**src/common/luart_regs.vh**
```
/*
 holds register offsets, field positions, reset values and break timing
 counts for the break sequencing serial unit.
 assumes inclusion by bare name from the design files.
*/
// Contract
// The serial unit's base clock is a divided system clock and must not be the internal oscillator.
// Software changes the base clock select field only while the unit power enable bit is 0.
// Software rewrites the baud divisor only while transmit and receive enable are both cleared.
// One bit period equals two output periods of the 8-bit divisor counter.
// A same-value rewrite of the control register during traffic restarts the break operation.
// After a break reception error the error flag stays 1 until software returns to break mode; the code holds it until a status write-one clear.
// Software sets the break receive trigger only while power enable and receive enable are 1.
// The break receive trigger reads as 0 and clears itself after a correct break reception.
// Software sets the break transmit trigger only while power enable and transmit enable are 1.
// The break transmit trigger reads as 0 and clears itself when break transmission ends.
// Software clears transmit and receive enable before changing bit order or output level.
// Stop mode is entered by clearing transmit and receive enable, then power enable.
// To start, software sets power enable first and the transmit and receive enables after.
// For compatibility software programs break trigger and break length bits as 0,1,0,1.
// Reception should be enabled while the receive pin is high; a low pin starts reception at once.
// A break transmission holds the line low for the chosen number of bits, then idles.
`ifndef LUART_REGS_VH
`define LUART_REGS_VH
`define LUART_OFS_MODE 4'h0
`define LUART_OFS_CTRL 4'h4
`define LUART_OFS_CLKSEL 4'h8
`define LUART_OFS_BAUD 4'hc
`define LUART_OFS_STAT 4'h0
`define LUART_OFS_STAT_B 8'h10
`define LUART_OFS_MASK_B 8'h14
`define LUART_MODE_POWER 7
`define LUART_MODE_TXE 6
`define LUART_MODE_RXE 5
`define LUART_CTRL_BRT 6
`define LUART_CTRL_BTT 5
`define LUART_CTRL_BLEN_HI 4
`define LUART_CTRL_BLEN_LO 2
`define LUART_CTRL_DIR 1
`define LUART_CTRL_INV 0
`define LUART_ST_RXERR 0
`define LUART_ST_RXDONE 1
`define LUART_ST_TXDONE 2
`define LUART_ST_TXBUSY 4
`define LUART_ST_RXARM 5
`define LUART_RST_MODE 3'h0
`define LUART_RST_CTRL 5'h14
`define LUART_RST_CLKSEL 4'h0
`define LUART_RST_BAUD 8'hff
`define LUART_BRK_BASE 5'h08
`define LUART_BRK_RX_MIN 5'h0b
`define LUART_PRESC_W 11
`endif

```
**src/verilog/luart_brg.v**
```verilog
/*
 baud generator: base clock prescaler and 8-bit divisor counter whose
 output is halved into one bit-period enable pulse.
 assumes a single clock aclk; all rates are one-cycle enables.
*/
`timescale 1ns/1ps
`default_nettype none
`include "luart_regs.vh"
module luart_brg #(
  parameter PW = `LUART_PRESC_W
) (
  input wire aclk,
  input wire aresetn,
  input wire run,
  input wire [3:0] clk_sel,
  input wire [7:0] divisor,
  output reg bit_tick_q
);
  reg [PW-1:0] presc_q;
  reg [7:0] cnt_q;
  reg half_q;
  wire [PW-1:0] mask;
  wire base_tick;
  wire cnt_wrap;

  // base clock is aclk divided by 2^clk_sel, or by 2^11 for any clk_sel above 10
  assign mask = (clk_sel > 4'ha) ? {PW{1'b1}} : ~({PW{1'b1}} << clk_sel);
  assign base_tick = run && ((presc_q & mask) == mask);
  assign cnt_wrap = base_tick && (cnt_q >= divisor - 8'h01);

  // prescaler, divisor counter and halving stage
  always @(posedge aclk) begin
    if (!aresetn || !run) begin
      presc_q <= {PW{1'b0}};
      cnt_q <= 8'h00;
      half_q <= 1'b0;
      bit_tick_q <= 1'b0;
    end else begin
      presc_q <= presc_q + {{(PW-1){1'b0}}, 1'b1};
      bit_tick_q <= 1'b0;
      if (base_tick) begin
        cnt_q <= cnt_wrap ? 8'h00 : cnt_q + 8'h01;
      end
      // halve counter output
      if (cnt_wrap) begin
        half_q <= ~half_q;
        bit_tick_q <= half_q;
      end
    end
  end
endmodule
`default_nettype wire

```
**src/verilog/luart_top.v**
```verilog
/*
 break-field sequencing core of the async serial unit with an AXI4-Lite
 register slave, break transmit and break receive engines and interrupt.
 assumes the receive pin is asynchronous and aclk is the only clock.
*/
`timescale 1ns/1ps
`default_nettype none
`include "luart_regs.vh"
module luart_top (
  input wire aclk,
  input wire aresetn,
  input wire [7:0] s_axi_awaddr,
  input wire s_axi_awvalid,
  output wire s_axi_awready,
  input wire [31:0] s_axi_wdata,
  input wire [3:0] s_axi_wstrb,
  input wire s_axi_wvalid,
  output wire s_axi_wready,
  output reg [1:0] s_axi_bresp,
  output reg s_axi_bvalid,
  input wire s_axi_bready,
  input wire [7:0] s_axi_araddr,
  input wire s_axi_arvalid,
  output wire s_axi_arready,
  output reg [31:0] s_axi_rdata,
  output reg [1:0] s_axi_rresp,
  output reg s_axi_rvalid,
  input wire s_axi_rready,
  input wire receive_pin,
  output reg txd_q,
  output wire irq
);
  // register state
  reg unit_power_enable_q;
  reg transmit_enable_bit_q;
  reg receive_enable_bit_q;
  reg [2:0] break_length_q;
  reg bit_order_select_q;
  reg transmit_level_invert_q;
  reg [3:0] base_clock_select_q;
  reg [7:0] baud_divisor_field_q;
  reg [2:0] stat_q;
  reg [2:0] mask_q;
  // axi state
  reg aw_got_q;
  reg w_got_q;
  reg [7:0] awaddr_q;
  reg [31:0] wdata_q;
  reg [3:0] wstrb_q;
  // pin synchroniser
  reg rx_meta_q;
  reg rx_sync_q;
  // break engines
  reg tx_busy_q;
  reg [4:0] tx_cnt_q;
  reg rx_armed_q;
  reg rx_low_q;
  reg [4:0] rx_cnt_q;
  wire bit_tick;
  wire wr_fire;
  wire rd_fire;
  wire wr_ctrl;
  wire tx_start;
  wire rx_start;
  wire tx_end;
  wire rx_ok;
  wire rx_bad;
  wire [2:0] ev;
  wire [2:0] w1c;
  wire tx_run;
  wire rx_run;
  wire [4:0] tx_len;

  // word decode shared by read and write paths
  function [2:0] reg_sel;
    input [7:0] a;
    begin
      if (a == {4'h0, `LUART_OFS_MODE}) begin
        reg_sel = 3'h1;
      end else if (a == {4'h0, `LUART_OFS_CTRL}) begin
        reg_sel = 3'h2;
      end else if (a == {4'h0, `LUART_OFS_CLKSEL}) begin
        reg_sel = 3'h3;
      end else if (a == {4'h0, `LUART_OFS_BAUD}) begin
        reg_sel = 3'h4;
      end else if (a == `LUART_OFS_STAT_B) begin
        reg_sel = 3'h5;
      end else if (a == `LUART_OFS_MASK_B) begin
        reg_sel = 3'h6;
      end else begin
        reg_sel = 3'h0;
      end
    end
  endfunction

  // write address and data may arrive in either order
  assign s_axi_awready = !aw_got_q && !s_axi_bvalid;
  assign s_axi_wready = !w_got_q && !s_axi_bvalid;
  assign wr_fire = aw_got_q && w_got_q && !s_axi_bvalid;
  assign s_axi_arready = !s_axi_rvalid;
  assign rd_fire = s_axi_arvalid && s_axi_arready;

  // write channel capture and response
  always @(posedge aclk) begin
    if (!aresetn) begin
      aw_got_q <= 1'b0;
      w_got_q <= 1'b0;
      awaddr_q <= 8'h00;
      wdata_q <= 32'h0000_0000;
      wstrb_q <= 4'h0;
      s_axi_bvalid <= 1'b0;
      s_axi_bresp <= 2'h0;
    end else begin
      if (s_axi_awvalid && s_axi_awready) begin
        aw_got_q <= 1'b1;
        awaddr_q <= s_axi_awaddr;
      end
      if (s_axi_wvalid && s_axi_wready) begin
        w_got_q <= 1'b1;
        wdata_q <= s_axi_wdata;
        wstrb_q <= s_axi_wstrb;
      end
      if (wr_fire) begin
        aw_got_q <= 1'b0;
        w_got_q <= 1'b0;
        s_axi_bvalid <= 1'b1;
        s_axi_bresp <= (reg_sel(awaddr_q) == 3'h0) ? 2'h2 : 2'h0;
      end else if (s_axi_bvalid && s_axi_bready) begin
        s_axi_bvalid <= 1'b0;
      end
    end
  end

  // read channel, data from flops; triggers always read as zero
  always @(posedge aclk) begin
    if (!aresetn) begin
      s_axi_rvalid <= 1'b0;
      s_axi_rdata <= 32'h0000_0000;
      s_axi_rresp <= 2'h0;
    end else if (rd_fire) begin
      s_axi_rvalid <= 1'b1;
      s_axi_rresp <= 2'h0;
      s_axi_rdata <= 32'h0000_0000;
      case (reg_sel(s_axi_araddr))
        3'h1: s_axi_rdata[7:5] <= {unit_power_enable_q, transmit_enable_bit_q,
                                   receive_enable_bit_q};
        // triggers read zero
        3'h2: s_axi_rdata[4:0] <= {break_length_q, bit_order_select_q,
                                   transmit_level_invert_q};
        3'h3: s_axi_rdata[3:0] <= base_clock_select_q;
        3'h4: s_axi_rdata[7:0] <= baud_divisor_field_q;
        3'h5: s_axi_rdata[5:0] <= {rx_armed_q, tx_busy_q, 1'b0, stat_q};
        3'h6: s_axi_rdata[2:0] <= mask_q;
        default: s_axi_rresp <= 2'h2;
      endcase
    end else if (s_axi_rready) begin
      s_axi_rvalid <= 1'b0;
    end
  end

  // software view of configuration registers
  always @(posedge aclk) begin
    if (!aresetn) begin
      {unit_power_enable_q, transmit_enable_bit_q, receive_enable_bit_q} <= `LUART_RST_MODE;
      {break_length_q, bit_order_select_q, transmit_level_invert_q} <= `LUART_RST_CTRL;
      base_clock_select_q <= `LUART_RST_CLKSEL;
      baud_divisor_field_q <= `LUART_RST_BAUD;
      mask_q <= 3'h0;
    end else if (wr_fire && wstrb_q[0]) begin
      case (reg_sel(awaddr_q))
        3'h1: begin
          unit_power_enable_q <= wdata_q[`LUART_MODE_POWER];
          transmit_enable_bit_q <= wdata_q[`LUART_MODE_TXE];
          receive_enable_bit_q <= wdata_q[`LUART_MODE_RXE];
        end
        3'h2: begin
          break_length_q <= wdata_q[`LUART_CTRL_BLEN_HI:`LUART_CTRL_BLEN_LO];
          bit_order_select_q <= wdata_q[`LUART_CTRL_DIR];
          transmit_level_invert_q <= wdata_q[`LUART_CTRL_INV];
        end
        3'h3: base_clock_select_q <= wdata_q[3:0];
        3'h4: baud_divisor_field_q <= wdata_q[7:0];
        3'h6: mask_q <= wdata_q[2:0];
        default: mask_q <= mask_q;
      endcase
    end
  end

  // control write with a trigger set starts or restarts a break
  assign wr_ctrl = wr_fire && wstrb_q[0] && (reg_sel(awaddr_q) == 3'h2);
  // transmit trigger honoured only with power and transmit enable
  assign tx_start = wr_ctrl && wdata_q[`LUART_CTRL_BTT] && tx_run;
  // receive trigger honoured only with power and receive enable
  assign rx_start = wr_ctrl && wdata_q[`LUART_CTRL_BRT] && rx_run;
  // engines run only under power enable
  assign tx_run = unit_power_enable_q && transmit_enable_bit_q;
  assign rx_run = unit_power_enable_q && receive_enable_bit_q;

  // bit clock from divided aclk only
  luart_brg u_brg (
    .aclk(aclk),
    .aresetn(aresetn),
    .run(unit_power_enable_q),
    .clk_sel(base_clock_select_q),
    .divisor(baud_divisor_field_q),
    .bit_tick_q(bit_tick)
  );

  // two-flop synchroniser on the receive pin
  always @(posedge aclk) begin
    if (!aresetn) begin
      rx_meta_q <= 1'b1;
      rx_sync_q <= 1'b1;
    end else begin
      rx_meta_q <= receive_pin;
      rx_sync_q <= rx_meta_q;
    end
  end

  // break length is a base of bits plus the length code
  assign tx_len = `LUART_BRK_BASE + {2'h0, break_length_q};
  assign tx_end = tx_busy_q && bit_tick && (tx_cnt_q >= tx_len - 5'h01);

  // break transmit holds line dominant
  always @(posedge aclk) begin
    if (!aresetn || !tx_run) begin
      tx_busy_q <= 1'b0;
      tx_cnt_q <= 5'h00;
    end else if (tx_start) begin
      tx_busy_q <= 1'b1;
      tx_cnt_q <= 5'h00;
    end else if (tx_end) begin
      // trigger clears at break end
      tx_busy_q <= 1'b0;
    end else if (tx_busy_q && bit_tick) begin
      tx_cnt_q <= tx_cnt_q + 5'h01;
    end
  end

  // pin level, optionally inverted
  always @(posedge aclk) begin
    if (!aresetn) begin
      txd_q <= 1'b1;
    end else begin
      txd_q <= ~tx_busy_q ^ transmit_level_invert_q;
    end
  end

  // low run ends on a high pin: long enough is good, else error
  assign rx_ok = rx_armed_q && rx_low_q && rx_sync_q && (rx_cnt_q >= `LUART_BRK_RX_MIN);
  assign rx_bad = rx_armed_q && rx_low_q && rx_sync_q && (rx_cnt_q < `LUART_BRK_RX_MIN);

  // break receive counts a low pin from the moment it is armed
  always @(posedge aclk) begin
    if (!aresetn || !rx_run) begin
      rx_armed_q <= 1'b0;
      rx_low_q <= 1'b0;
      rx_cnt_q <= 5'h00;
    end else if (rx_start) begin
      rx_armed_q <= 1'b1;
      rx_low_q <= 1'b0;
      rx_cnt_q <= 5'h00;
    end else if (rx_ok || rx_bad) begin
      // trigger clears after good break
      rx_armed_q <= 1'b0;
      rx_low_q <= 1'b0;
    end else if (rx_armed_q && !rx_sync_q) begin
      rx_low_q <= 1'b1;
      if (bit_tick && rx_cnt_q != 5'h1f) begin
        rx_cnt_q <= rx_cnt_q + 5'h01;
      end
    end
  end

  // sticky events, set wins over write-one clear
  assign ev = {tx_end, rx_ok, rx_bad};
  assign w1c = (wr_fire && wstrb_q[0] && reg_sel(awaddr_q) == 3'h5) ? wdata_q[2:0] : 3'h0;
  // error flag holds until cleared
  always @(posedge aclk) begin
    if (!aresetn) begin
      stat_q <= 3'h0;
    end else begin
      stat_q <= (stat_q & ~w1c) | ev;
    end
  end

  // level interrupt from unmasked status
  assign irq = |(stat_q & mask_q);
endmodule
`default_nettype wire

```
**config.mk**
```make
export PLATFORM = sky130hd
export DESIGN_NAME = luart_top
export DESIGN_NICKNAME = d
export VERILOG_FILES = /design/src/verilog/luart_brg.v /design/src/verilog/luart_top.v
export VERILOG_INCLUDE_DIRS = /design/src /design/src/common
export SDC_FILE = /design/constraint.sdc
export NUM_CORES = 1
export LEC_CHECK = 0
export BUFFER_PORTS_ARGS = -buffer_cell sky130_fd_sc_hd__buf_4
export CAP_MARGIN = 40
export CORE_UTILIZATION = 30
export DETAILED_ROUTE_END_ITERATION = 8
export PLACE_DENSITY = 0.49
export SETUP_SLACK_MARGIN = 0.02
export SLEW_MARGIN = 20
export SYNTH_ARGS = -nofsm -noshare
export SYNTH_HDL_FRONTEND = slang
export SYNTH_SLANG_ARGS = --single-unit
```
**constraint.sdc**
```tcl
create_clock -name aclk -period 2.5 [get_ports aclk]
set_clock_uncertainty 0.1 [all_clocks]
set_input_delay 0.375 -clock aclk [delete_from_list [all_inputs] [get_ports aclk]]
set_output_delay 0.375 -clock aclk [all_outputs]
set_load 0.01 [all_outputs]
```
== Yosys cells after proc, flatten, opt, wreduce, memory -nomap -nowiden ==
Cells that the tools add are included.
Operators by class
  add/subtract/negate cells: 7
  shifts and indexed selects: 1
  reduce and logical (&&, ||, !) cells: 61
  equality and inequality tests: 25
  $lt $le $gt $ge: 5
  multiplexer cells: 36
  bitwise gates (word level): 13
Operators with widths (number)
  $mux W3: 19
  $eq A8 B4 Y1 const B: 4
  $eq A8 B5 Y1 const B: 4
  $logic_and A1 B1 Y1: 27
  $eq A3 B3 Y1 const B: 6
  $eq A8 B3 Y1 const B: 2
  $logic_not A8 Y1: 2
  $eq A3 B2 Y1 const B: 5
  $pmux W3 S5: 1
  $reduce_and A2 Y1: 6
  $add A11 B1 Y11 const B: 1
  $and A11 B11 Y11: 1
  $eq A11 B11 Y1: 1
  $mux W11: 1
  $not A11 Y11: 1
  $shl A11 B4 Y11 const A: 1
  $add A5 B1 Y5 const B: 2
  $logic_not A1 Y1: 9
  $pmux W1 S3: 3
  $add A8 B1 Y8 const B: 1
  $ge A8 B8 Y1: 1
  $mux W1: 8
  $mux W8: 1
  $reduce_bool A2 Y1: 4
  22 further kinds: 37
Storage, ports and cells
  input bits: 60
  logic and storage cells: 180
  register bits after elaboration: 96

== Longest topological paths before layout ==
Gate-level depths: netlist of the first run.
  word-level depth: 13
  mapped depth: 11

== Modules after synthesis ==
A second synthesis of the first run with hierarchy kept.
Second synthesis, totals
  cell total of the unflattened synthesis: 541
  area, all modules: 4804.6 µm²
By module, submodules not included
  luart_top: cells an instance 391, seq. area each 1461.4 µm², area each 3548.4 µm², instances 1
  luart_brg: cells an instance 150, seq. area each 420.4 µm², area each 1256.2 µm², instances 1

== Worst setup path after synthesis of the first run ==
No wires, ideal clock.
  path type: reg2reg
  from: reg baud_divisor_field_q[2]
  to: reg u_brg.cnt_q[6]
  arrival time: 2.260 ns
  slack: 0.065 ns
  cell stages (with the launch flop): 11
  path buffers: 1
  cell sequence: dfxtp_1 -> nor4_1 -> nand2_1 -> xor2_1 -> ha_1 -> a211oi_1 -> o221ai_1 -> o21ai_0 -> clkbuf_1 -> nand2b_1 -> o22ai_1
Between the ends
  longest elaborated chain between the ends: 4
Ends and longest elaborated chain
  start, declared: line luart_top.v:41  | reg [7:0] baud_divisor_field_q;
  start signal, assigned: line luart_top.v:167  | baud_divisor_field_q <= `LUART_RST_BAUD;
  start signal, assigned: line luart_top.v:182  | 3'h4: baud_divisor_field_q <= wdata_q[7:0];
  $sub A8 B1 Y8: line luart_brg.v:29  | assign cnt_wrap = base_tick && (cnt_q >= divisor - 8'h01);
  $ge A8 B8 Y1: line luart_brg.v:29
  $logic_and A1 B1 Y1: line luart_brg.v:29
  $mux W8: line luart_brg.v:42  | cnt_q <= cnt_wrap ? 8'h00 : cnt_q + 8'h01;
  end signal, assigned: line luart_brg.v:42
  end, declared: line luart_brg.v:20  | reg [7:0] cnt_q;
Every way passes these cells.
A chain may end at the register's enable or synchronous reset.

== Worst setup path after layout of the first run ==
  from: reg baud_divisor_field_q[2]
  to: reg u_brg.half_q
Between the ends
  longest elaborated chain between the ends: 3
Ends and longest elaborated chain
  $sub A8 B1 Y8: line luart_brg.v:29
  $ge A8 B8 Y1: line luart_brg.v:29
  $logic_and A1 B1 Y1: line luart_brg.v:29
  end signal, assigned: line luart_brg.v:46  | half_q <= ~half_q;
  end, declared: line luart_brg.v:21  | reg half_q;
Every way passes these cells.

==> impl_metrics.py, run 1 <==
metrics = {
    "final_layout": {
        "layout-drive-gt1-share": 0.2054,
        "diodes": 0,
        "area_growth_pct": 22.83,
        "fillers": 1642,
        "nets": 712,
        "fin_cells": 849,
    },
    "floorplanning": {
        "chipHeight_um": 128.9,
        "io_pins": 103,
        "die_area_um2": 16630,
        "floorplan.die.width_um": 128.9,
        "row_count": 46,
        "start_util": 0.3055,
        "fp.coreArea_um2": 15830,
    },
    "sta": {
        "whs_ps": 112.1,
        "setup_viol": 0,
        "relSlewSlack": 0.5681,
        "fmax_mhz": 421.5,
        "fin_crit_ps": 2372,
        "post-route-period-util": 0.9490,
        "drv_slew": 0,
        "hold_violations": 0,
        "rsz0062_at_grt": "yes",
        "tightest_slew_ps": 647.8,
        "setup_slack_ps": 127.6,
    },
    "place": {
        "placed_cells": 832,
        "gp_congestion": 0.7677,
        "place_ws_ps": -65.99,
        "hpwl_mm": 8.742,
        "port_buffers": 49,
    },
    "worst_setup_path": {
        "ff2ff_setup_slack_ps": 130,
        "crit_path_top_delay_cell": "or3_4",
        "r2r-end": "u_brg.half_q$_SDFFE_PP0N_",
        "reg2reg_depth": 10,
        "timing_worst_setup_path_type": "reg2reg",
        "worst_r2r_startpoint": "baud_divisor_field_q[2]$_SDFFE_PN1P_",
        "cp_slowest_stage_delay_ps": 370,
        "cp_top_family": "simple AND/OR/NAND/NOR gates",
        "critical_path.max_fanout": 8,
        "worstSetupEndpointType": "register",
        "start_kind": "register",
        "path_cells": "nor2_2, nor4b_4, xnor2_1, ha_1, o2111ai_1, o221ai_1, o21ai_1, buf_4, or3_4, a21oi_2",
        "crit_required_ps": 2680,
        "cp_num_buf_inv": 1,
        "arrival_ps": 2560,
    },
    "pwr": {
        "seq_power_share": 0.505,
        "p_per_area_nw_per_um2": 521.7,
        "total_switching_power_w": 0.0007111,
        "internal-power_w": 0.002387,
        "pwr-share-clk": 0.425,
        "power_leakage_nw": 2.449,
        "comb_power_share": 0.070,
        "ir_drop_uv": 314.7,
        "switching_share": 0.2295,
    },
    "drt": {
        "via_per_inst": 4.640,
        "drt-total-wl_mm": 11.49,
        "post_drt_wl_per_cell_um": 13.53,
        "dr.pass1.iters": 4,
        "ant_nets": 0,
        "drtIter0Drc": 155,
        "vias": 3939,
        "drc": 0,
    },
    "global_routing": {
        "grt_max_degree": 44,
        "grt_pass1_wl_mm": 19.09,
        "antenna_found_initial": 0,
        "grt_overflow": 0,
        "track_usage": 0.1485,
        "first_global_vias": 3885,
    },
    "status": {
        "status": "finished, final reports clean",
    },
    "yosys": {
        "synth_edf_count": 0,
        "synthCells": 556,
        "synth_seq_cells": 94,
        "ys_top_cells_by_count": "dfxtp_1, nand2_1, nor2_1, mux2i_1, buf_4",
        "synth_top_area_share": 0.3892,
        "synth_most_common_cell": "dfxtp_1",
        "async_flop_share": 0,
        "synth_area_per_cell_um2": 8.695,
        "synthDistinctLibCells": 56,
        "synth.top_cells.by_area": "dfxtp_1, mux2i_1, nand2_1, ha_1, buf_4",
        "synth_area_um2": 4835,
        "ys.flop_type": "dfxtp_1",
        "ys_seq_area_frac": 0.3892,
        "yosys_warnings": 0,
        "yosys.area.top_type": "dfxtp_1",
    },
    "clocking": {
        "cts_sinks": 94,
        "clockBufferDepth": 2,
        "cts_root_buf": "clkbuf_16",
        "insertion_delay_ps": 340,
        "clk_pin_slew_ps": 70,
        "cts_tree": "yes",
        "cts_buffers": 9,
        "htree_levels": 3,
    },
    "hold_path": {
        "hold_depth": 2,
        "hp-class": "in2reg",
        "worstHoldEndpoint": "rx_meta_q$_SDFF_PN1_",
        "hold_start": "receive_pin",
    },
    "run": {
        "max-cap-violations": 0,
    },
}
-- worst reg2reg max path, delay by kind of cell (launching register included) --
family          cells  cell delay (ps)
compound gates      4              510
simple gates        3              730
flops               1              360
fa+ha+maj           1              300
buf+inv             1              190
xor+xnor            1              120
-- placed cells by master (no fill, tap or decap), types with 11 or more instances in the layout --
| cell | n |
|---|---|
| inv_1 | 21 |
| xnor2_1 | 13 |
| mux2i_1 | 30 |
| nand3_1 | 17 |
| buf_4 | 86 |
| o21ai_0 | 11 |
| dfxtp_1 | 90 |
| conb_1 | 26 |
| nand2_1 | 77 |
| nor2_1 | 35 |
| ha_1 | 21 |
| a21boi_0 | 17 |
| nor2b_1 | 20 |
| a21oi_1 | 16 |
-- repair_timing --
action / CTS / global route
buffers inserted: 0 / 2
hold buffers: 0 / 0
pin swaps: 1 / 13
gates resized for setup: 3 / 22
setup endpoints to repair: 9 / 9
hold endpoints to repair: 0 / 0
-- power by group through the flow --
stage               clock network [W]  logic, W  registers, W
floorplan                           0  0.000158       0.00159
global placement                    0  0.000216       0.00160
detailed placement                  0  0.000220       0.00160
CTS                           0.00136  0.000221       0.00157
global route                  0.00144  0.000244       0.00157
finish                        0.00132  0.000218       0.00156
-- worst max path at each step --
stage	startpoint	endpoint	slack, ps	cells past startpoint
6_report	baud_divisor_field_q[2]$_SDFFE_PN1P_	u_brg.half_q$_SDFFE_PP0N_	130	10
5_1_grt	baud_divisor_field_q[2]$_SDFFE_PN1P_	u_brg.cnt_q[3]$_SDFFE_PP0P_	-40	11
4_1_cts	baud_divisor_field_q[5]$_SDFFE_PN1P_	u_brg.cnt_q[1]$_SDFFE_PP0P_	10	9
3_5_place_dp	baud_divisor_field_q[2]$_SDFFE_PN1P_	u_brg.cnt_q[1]$_SDFFE_PP0P_	-70	9
3_3_place_gp	baud_divisor_field_q[2]$_SDFFE_PN1P_	u_brg.cnt_q[1]$_SDFFE_PP0P_	-50	9
2_1_floorplan	baud_divisor_field_q[2]$_SDFFE_PN1P_	u_brg.cnt_q[6]$_SDFFE_PP0P_	60	10
-- cells by family after synthesis --
family	synth area share
AO/OA/AOI/OAI	0.1462
XOR/XNOR	0.04167
adder cells (fa/ha/maj)	0.06160
buffers and inverters	0.07738
flip-flops	0.3892
multiplexers	0.06910
other	0.0007757
AND/OR/NAND/NOR	0.2140
-- cell type report --
type	instances	area (um2)	area share
Clock buffer	13	270.3	0.04551
Clock inverter	2	16.27	0.002739
Inverter	21	78.83	0.01327
Multi-Input combinational cell	416	2754	0.4638
Sequential cell	94	1892	0.3186
Tap cell	216	270.3	0.04551
Timing Repair Buffer	87	656.9	0.1106
-- through the flow --
stage               setup TNS [ps]  total power [W]  utilization  area (um2)
finish                           0         0.003098       0.3752        5938
global route                -179.1         0.003251       0.3752        5938
CTS                              0         0.003147       0.3694        5847
detailed placement          -260.7         0.001821       0.3504        5547
global placement            -86.14         0.001816       0.3504        5547
floorplan                        0         0.001747            -        4928
-- layer usage --
layer	global-route usage	wire, um	part of all wire	vias up
li1	-	-	-	2023
met1	0.1847	5486	0.48	1835
met2	0.2553	5522	0.48	67
met3	0.02578	271	0.024	14
met4	0.05675	207	0.018	0
met5	0	0	0	-
-- registers in the layout, summed over array words and instances (netlist names), 3 cells and up --
signal	count
awaddr_q	8
base_clock_select_q	4
baud_divisor_field_q	8
break_length_q	3
mask_q	3
rx_cnt_q	5
s_axi_rdata	8
stat_q	3
tx_cnt_q	5
u_brg.cnt_q	8
u_brg.presc_q	11
wdata_q	8
(Power assumes the default switching activity.)
==> run 2: changes to the inputs <==
Settings changed: RECOVER_POWER set to 50, SKIP_CTS_REPAIR_TIMING set to 1.
==> run 2 against run 1 <==
The flow now finishes with violations (max-capacitance violations, max-slew violations). Sequential power hardly changed. Combinational power is 6% lower. Die area stayed put. Cell area is 1.3% lower. Via count hardly changed.
==> impl_metrics.py, run 2 (same netlist as run 1, synthesis figures left out) <==
metrics = {
    "drt": {
        "vias": 3936,
        "post_drt_wl_per_cell_um": 13.56,
        "dr.pass1.iters": 4,
        "drtIter0Drc": 119,
        "via_per_inst": 4.631,
        "drc": 0,
        "drt-total-wl_mm": 11.53,
        "ant_nets": 0,
    },
    "floorplanning": {
        "fp.coreArea_um2": 15830,
        "start_util": 0.3055,
        "die_area_um2": 16630,
        "row_count": 46,
        "chipHeight_um": 128.9,
        "io_pins": 103,
        "floorplan.die.width_um": 128.9,
    },
    "pwr": {
        "p_per_area_nw_per_um2": 526.4,
        "ir_drop_uv": 313.8,
        "power.total_w": 0.003084,
        "power_leakage_nw": 2.376,
    },
    "worst_setup_path": {
        "crit_path_top_delay_cell": "dfxtp_2",
        "arrival_ps": 2470,
        "cp_top_family": "compound AO/OA/AOI/OAI gates",
        "cp_num_buf_inv": 2,
        "worstSetupEndpointType": "register",
        "crit_required_ps": 2640,
        "cp_slowest_stage_delay_ps": 340,
        "start_kind": "register",
        "path_cells": "nor2_2, nor4b_4, xnor2_1, ha_1, o2111ai_1, o221ai_1, o21ai_2, buf_6, buf_4, o21ai_0, a21oi_2",
        "critical_path.max_fanout": 6,
        "timing_worst_setup_path_type": "reg2reg",
    },
    "final_layout": {
        "layout_common_cells": "dfxtp_1, nand2_1, buf_4",
        "layout-drive-gt1-share": 0.1735,
        "diodes": 0,
        "largest_reg_flops": 11,
        "nets": 713,
        "top_register": "u_brg.presc_q",
        "area_growth_pct": 21.20,
        "layout_commonest_cell": "dfxtp_1",
    },
    "sta": {
        "relSlewSlack": -0.06230,
        "tightest_slew_ps": 1593,
        "fin_crit_ps": 2331,
        "setup_viol": 0,
        "hold_violations": 0,
        "setup_slack_ps": 169.2,
        "post-route-period-util": 0.9323,
        "fmax_mhz": 429.0,
        "drv_slew": 44,
        "rsz0062_at_grt": "no",
    },
    "clocking": {
        "clk_pin_slew_ps": 70,
        "cts_buffers": 9,
        "htree_levels": 3,
        "insertion_delay_ps": 340,
        "cts_tree": "yes",
        "cts_sinks": 94,
        "cts_root_buf": "clkbuf_16",
        "clockBufferDepth": 2,
    },
    "global_routing": {
        "antenna_found_initial": 0,
        "grt_max_degree": 44,
        "grt_pass1_wl_mm": 19.05,
        "track_usage": 0.1480,
        "first_global_vias": 3886,
        "grt_overflow": 0,
    },
    "place": {
        "hpwl_mm": 8.742,
        "port_buffers": 49,
        "place_ws_ps": -65.99,
        "gp_congestion": 0.7677,
    },
    "hold_path": {
        "hp-class": "in2reg",
    },
    "status": {
        "status": "finished with violations",
        "failed_checks": "max-capacitance violations, max-slew violations",
    },
    "run": {
        "max-cap-violations": 1,
    },
}
run 2: layout make-up:
class	count	area, um2
multi-input combinational	416	2735
sequential	94	1892
clock inverter	2	16.27
tap	216	270.3
inverter	21	78.83
fill	1666	9968
timing repair buffer	88	596.8
clock buffer	13	270.3
run 2: report_power, final:
part / switching, W / leakage [nW] / total, W / internal (W)
sequential: 0.0000344 / 0.760 / 0.00156 / 0.00153
clock: 0.000563 / 0.138 / 0.00132 / 0.000753
combinational: 0.000110 / 1.48 / 0.000205 / 0.0000941
run 2: metal layers:
layer  up-vias  track usage  wire [um]
met4         0      0.05675        207
met1      1823       0.1842       5439
li1       2026            -          -
met5         -            0          0
met3        14      0.02578        321
met2        73       0.2544       5559
run 2: worst reg2reg max path, stage by stage (launching register included):
cell and delay (ps):
dfxtp_2 340, nor2_2 130, nor4b_4 230, xnor2_1 120, ha_1 310, o2111ai_1 110, o221ai_1 220, o21ai_2 100
buf_6 140, buf_4 130, o21ai_0 210, a21oi_2 80
run 2: through the flow:
| step | setup TNS, ps | hold slack [ps] | utilization | cell area [um2] | std cells |
|---|---|---|---|---|---|
| floorplan | 0 | 286.3 | - | 4928 | 581 |
| finish | 0 | 113.4 | 0.3702 | 5859 | 850 |
| detailed placement | -260.7 | 298.4 | 0.3504 | 5547 | 832 |
| global route | 0 | 114.3 | 0.3702 | 5859 | 850 |
| CTS | -442.1 | 102.7 | 0.3685 | 5833 | 847 |
| global placement | -86.14 | 295.6 | 0.3504 | 5547 | 832 |
run 2: path summary, 6_finish.rpt:
kind / end / depth (start not counted) / startpoint / slack, ps
max: u_brg.half_q$_SDFFE_PP0N_ / 11 / baud_divisor_field_q[3]$_SDFFE_PN1P_ / 170
min: rx_meta_q$_SDFF_PN1_ / 2 / receive_pin / 110
max reg2reg: u_brg.half_q$_SDFFE_PP0N_ / 11 / baud_divisor_field_q[3]$_SDFFE_PN1P_ / 170
min reg2reg: rx_sync_q$_SDFF_PN1_ / 1 / rx_meta_q$_SDFF_PN1_ / 310
==> run 3: changes to the inputs <==
Settings changed: PLACE_DENSITY 0.49 to 0.47, REMOVE_ABC_BUFFERS set to 1.
Clock period 2.5 ns to 2.3 ns, I/O delays scaled along.
==> run 3 against run 2 <==
The flow finishes with violations (negative setup slack). Register-to-register slack got worse by 210 ps. Via count increased by 1.4%. Worst setup slack got worse by 210 ps. Sequential power increased by 9%. Flip-flop and latch count unchanged. First-iteration DRC count increased by 32%. Sequential share of layout area decreased by 1.0 points. Combinational power increased by 17%. Worst hold slack got worse by 38 ps. Total power increased by 12%. Clock power increased by 15%. Non-clock buffer count increased by 1. Largest power group unchanged.
==> impl_metrics.py, run 3 (same netlist as run 1, synthesis figures left out) <==
metrics = {
    "hold_path": {
        "hold_start": "receive_pin",
        "hp-class": "in2reg",
    },
    "place": {
        "place_area_um2": 5539,
        "placed_cells": 831,
        "place_ws_ps": -262.5,
        "hpwl_mm": 8.810,
        "gp_congestion": 0.8066,
        "port_buffers": 49,
    },
    "final_layout": {
        "fin_cells": 852,
        "layout_commonest_cell": "dfxtp_1",
        "finish.instance_area_um2": 6052,
        "layout-drive-gt1-share": 0.2264,
        "area_growth_pct": 25.18,
        "top_register": "u_brg.presc_q",
        "diodes": 0,
        "largest_reg_flops": 11,
        "nets": 714,
        "layout_common_cells": "dfxtp_1, buf_4, nand2_1",
    },
    "worst_setup_path": {
        "r2r-end": "u_brg.cnt_q[1]$_SDFFE_PP0P_",
        "critical_path.max_fanout": 3,
        "arrival_ps": 2530,
        "endpoint": "u_brg.cnt_q[1]$_SDFFE_PP0P_",
        "worstSetupEndpointType": "register",
        "cp-startpoint": "baud_divisor_field_q[5]$_SDFFE_PN1P_",
        "reg2reg_depth": 9,
        "worst_r2r_startpoint": "baud_divisor_field_q[5]$_SDFFE_PN1P_",
        "timing_worst_setup_path_type": "reg2reg",
        "crit_required_ps": 2490,
        "ff2ff_setup_slack_ps": -50,
        "start_kind": "register",
    },
    "drt": {
        "via_per_inst": 4.685,
        "post_drt_wl_per_cell_um": 13.98,
        "vias": 3992,
        "dr.pass1.iters": 4,
        "drtIter0Drc": 157,
        "ant_nets": 0,
        "drt-total-wl_mm": 11.91,
        "drc": 0,
    },
    "clocking": {
        "clk_pin_slew_ps": 60,
        "insertion_delay_ps": 350,
        "cts_tree": "yes",
        "cts_sinks": 94,
        "cts_root_buf": "clkbuf_16",
        "cts_buffers": 9,
        "htree_levels": 3,
        "clockBufferDepth": 2,
    },
    "floorplanning": {
        "floorplan.die.width_um": 128.9,
        "chipHeight_um": 128.9,
        "io_pins": 103,
        "die_area_um2": 16630,
        "row_count": 46,
        "fp.coreArea_um2": 15830,
        "start_util": 0.3055,
    },
    "pwr": {
        "ir_drop_uv": 377.6,
        "power_leakage_nw": 2.477,
        "power.total_w": 0.003469,
        "p_per_area_nw_per_um2": 573.2,
    },
    "global_routing": {
        "use_met2": 0.2452,
        "first_global_vias": 3730,
        "grt_overflow": 0,
        "antenna_found_initial": 0,
        "track_usage": 0.1492,
        "grt_pass1_wl_mm": 18.98,
        "grt_use_met1": 0.1895,
        "grt_util_met3": 0.04615,
        "grt.busiest_layer": "met2",
        "grt_max_degree": 57,
    },
    "sta": {
        "whs_ps": 75.28,
        "setup_slack_ps": -45.18,
        "setup_viol": 2,
        "hold_violations": 0,
        "tightest_slew_ps": 998.8,
        "rsz0062_at_grt": "yes",
        "relSlewSlack": 0.3341,
        "post-route-period-util": 1.020,
        "fin_crit_ps": 2345,
        "fmax_mhz": 426.4,
        "drv_slew": 0,
    },
    "status": {
        "status": "finished with violations",
        "failed_checks": "negative setup slack",
    },
    "run": {
        "max-cap-violations": 0,
    },
}
## run 3: routing by layer
| metal | share of wire | vias to the layer above |
|---|---|---|
| li1 | - | 2030 |
| met1 | 0.47 | 1880 |
| met2 | 0.48 | 77 |
| met3 | 0.042 | 5 |
| met4 | 0.0073 | 0 |
| met5 | 0 | - |
## run 3: per-stage QoR
| step | utilization | TNS (ps) |
|---|---|---|
| 2_1_floorplan | - | -6907 |
| 3_3_place_gp | 0.3500 | -2174 |
| 3_5_place_dp | 0.3500 | -3250 |
| 4_1_cts | 0.3691 | -2133 |
| 5_1_grt | 0.3824 | -1187 |
| 6_report | 0.3824 | -79.97 |
## run 3: area by class of cell
cell class              count  area (um2)
clock buffers              13       260.3
clock inverters             3       42.54
fillers                  1625        9776
inverters                  21       78.83
multi-input cells         416        2815
flip-flops and latches     94        1892
well taps                 216       270.3
repair buffers             89       693.2
## run 3: critical path, cell delays in order (launching register included)
cell,delay (ps)
dfxtp_2,330
nor4_4,280
nand2_1,100
xor2_1,160
ha_1,330
a211oi_2,220
o221ai_2,130
o21ai_2,110
or3b_4,410
a21oi_2,110
## run 3: how the worst min path moves through the flow
stage,end,slack (ps),cells after the start
2_1_floorplan,rx_sync_q$_SDFF_PN1_,290,1
3_3_place_gp,rx_sync_q$_SDFF_PN1_,290,1
3_5_place_dp,rx_sync_q$_SDFF_PN1_,290,1
4_1_cts,rx_meta_q$_SDFF_PN1_,60,2
5_1_grt,rx_meta_q$_SDFF_PN1_,70,2
6_report,rx_meta_q$_SDFF_PN1_,80,2
## run 3: where the power goes
| group | internal, W | switching [W] |
|---|---|---|
| registers | 0.00166 | 0.0000411 |
| logic | 0.000117 | 0.000123 |
| clock network | 0.000901 | 0.000624 |
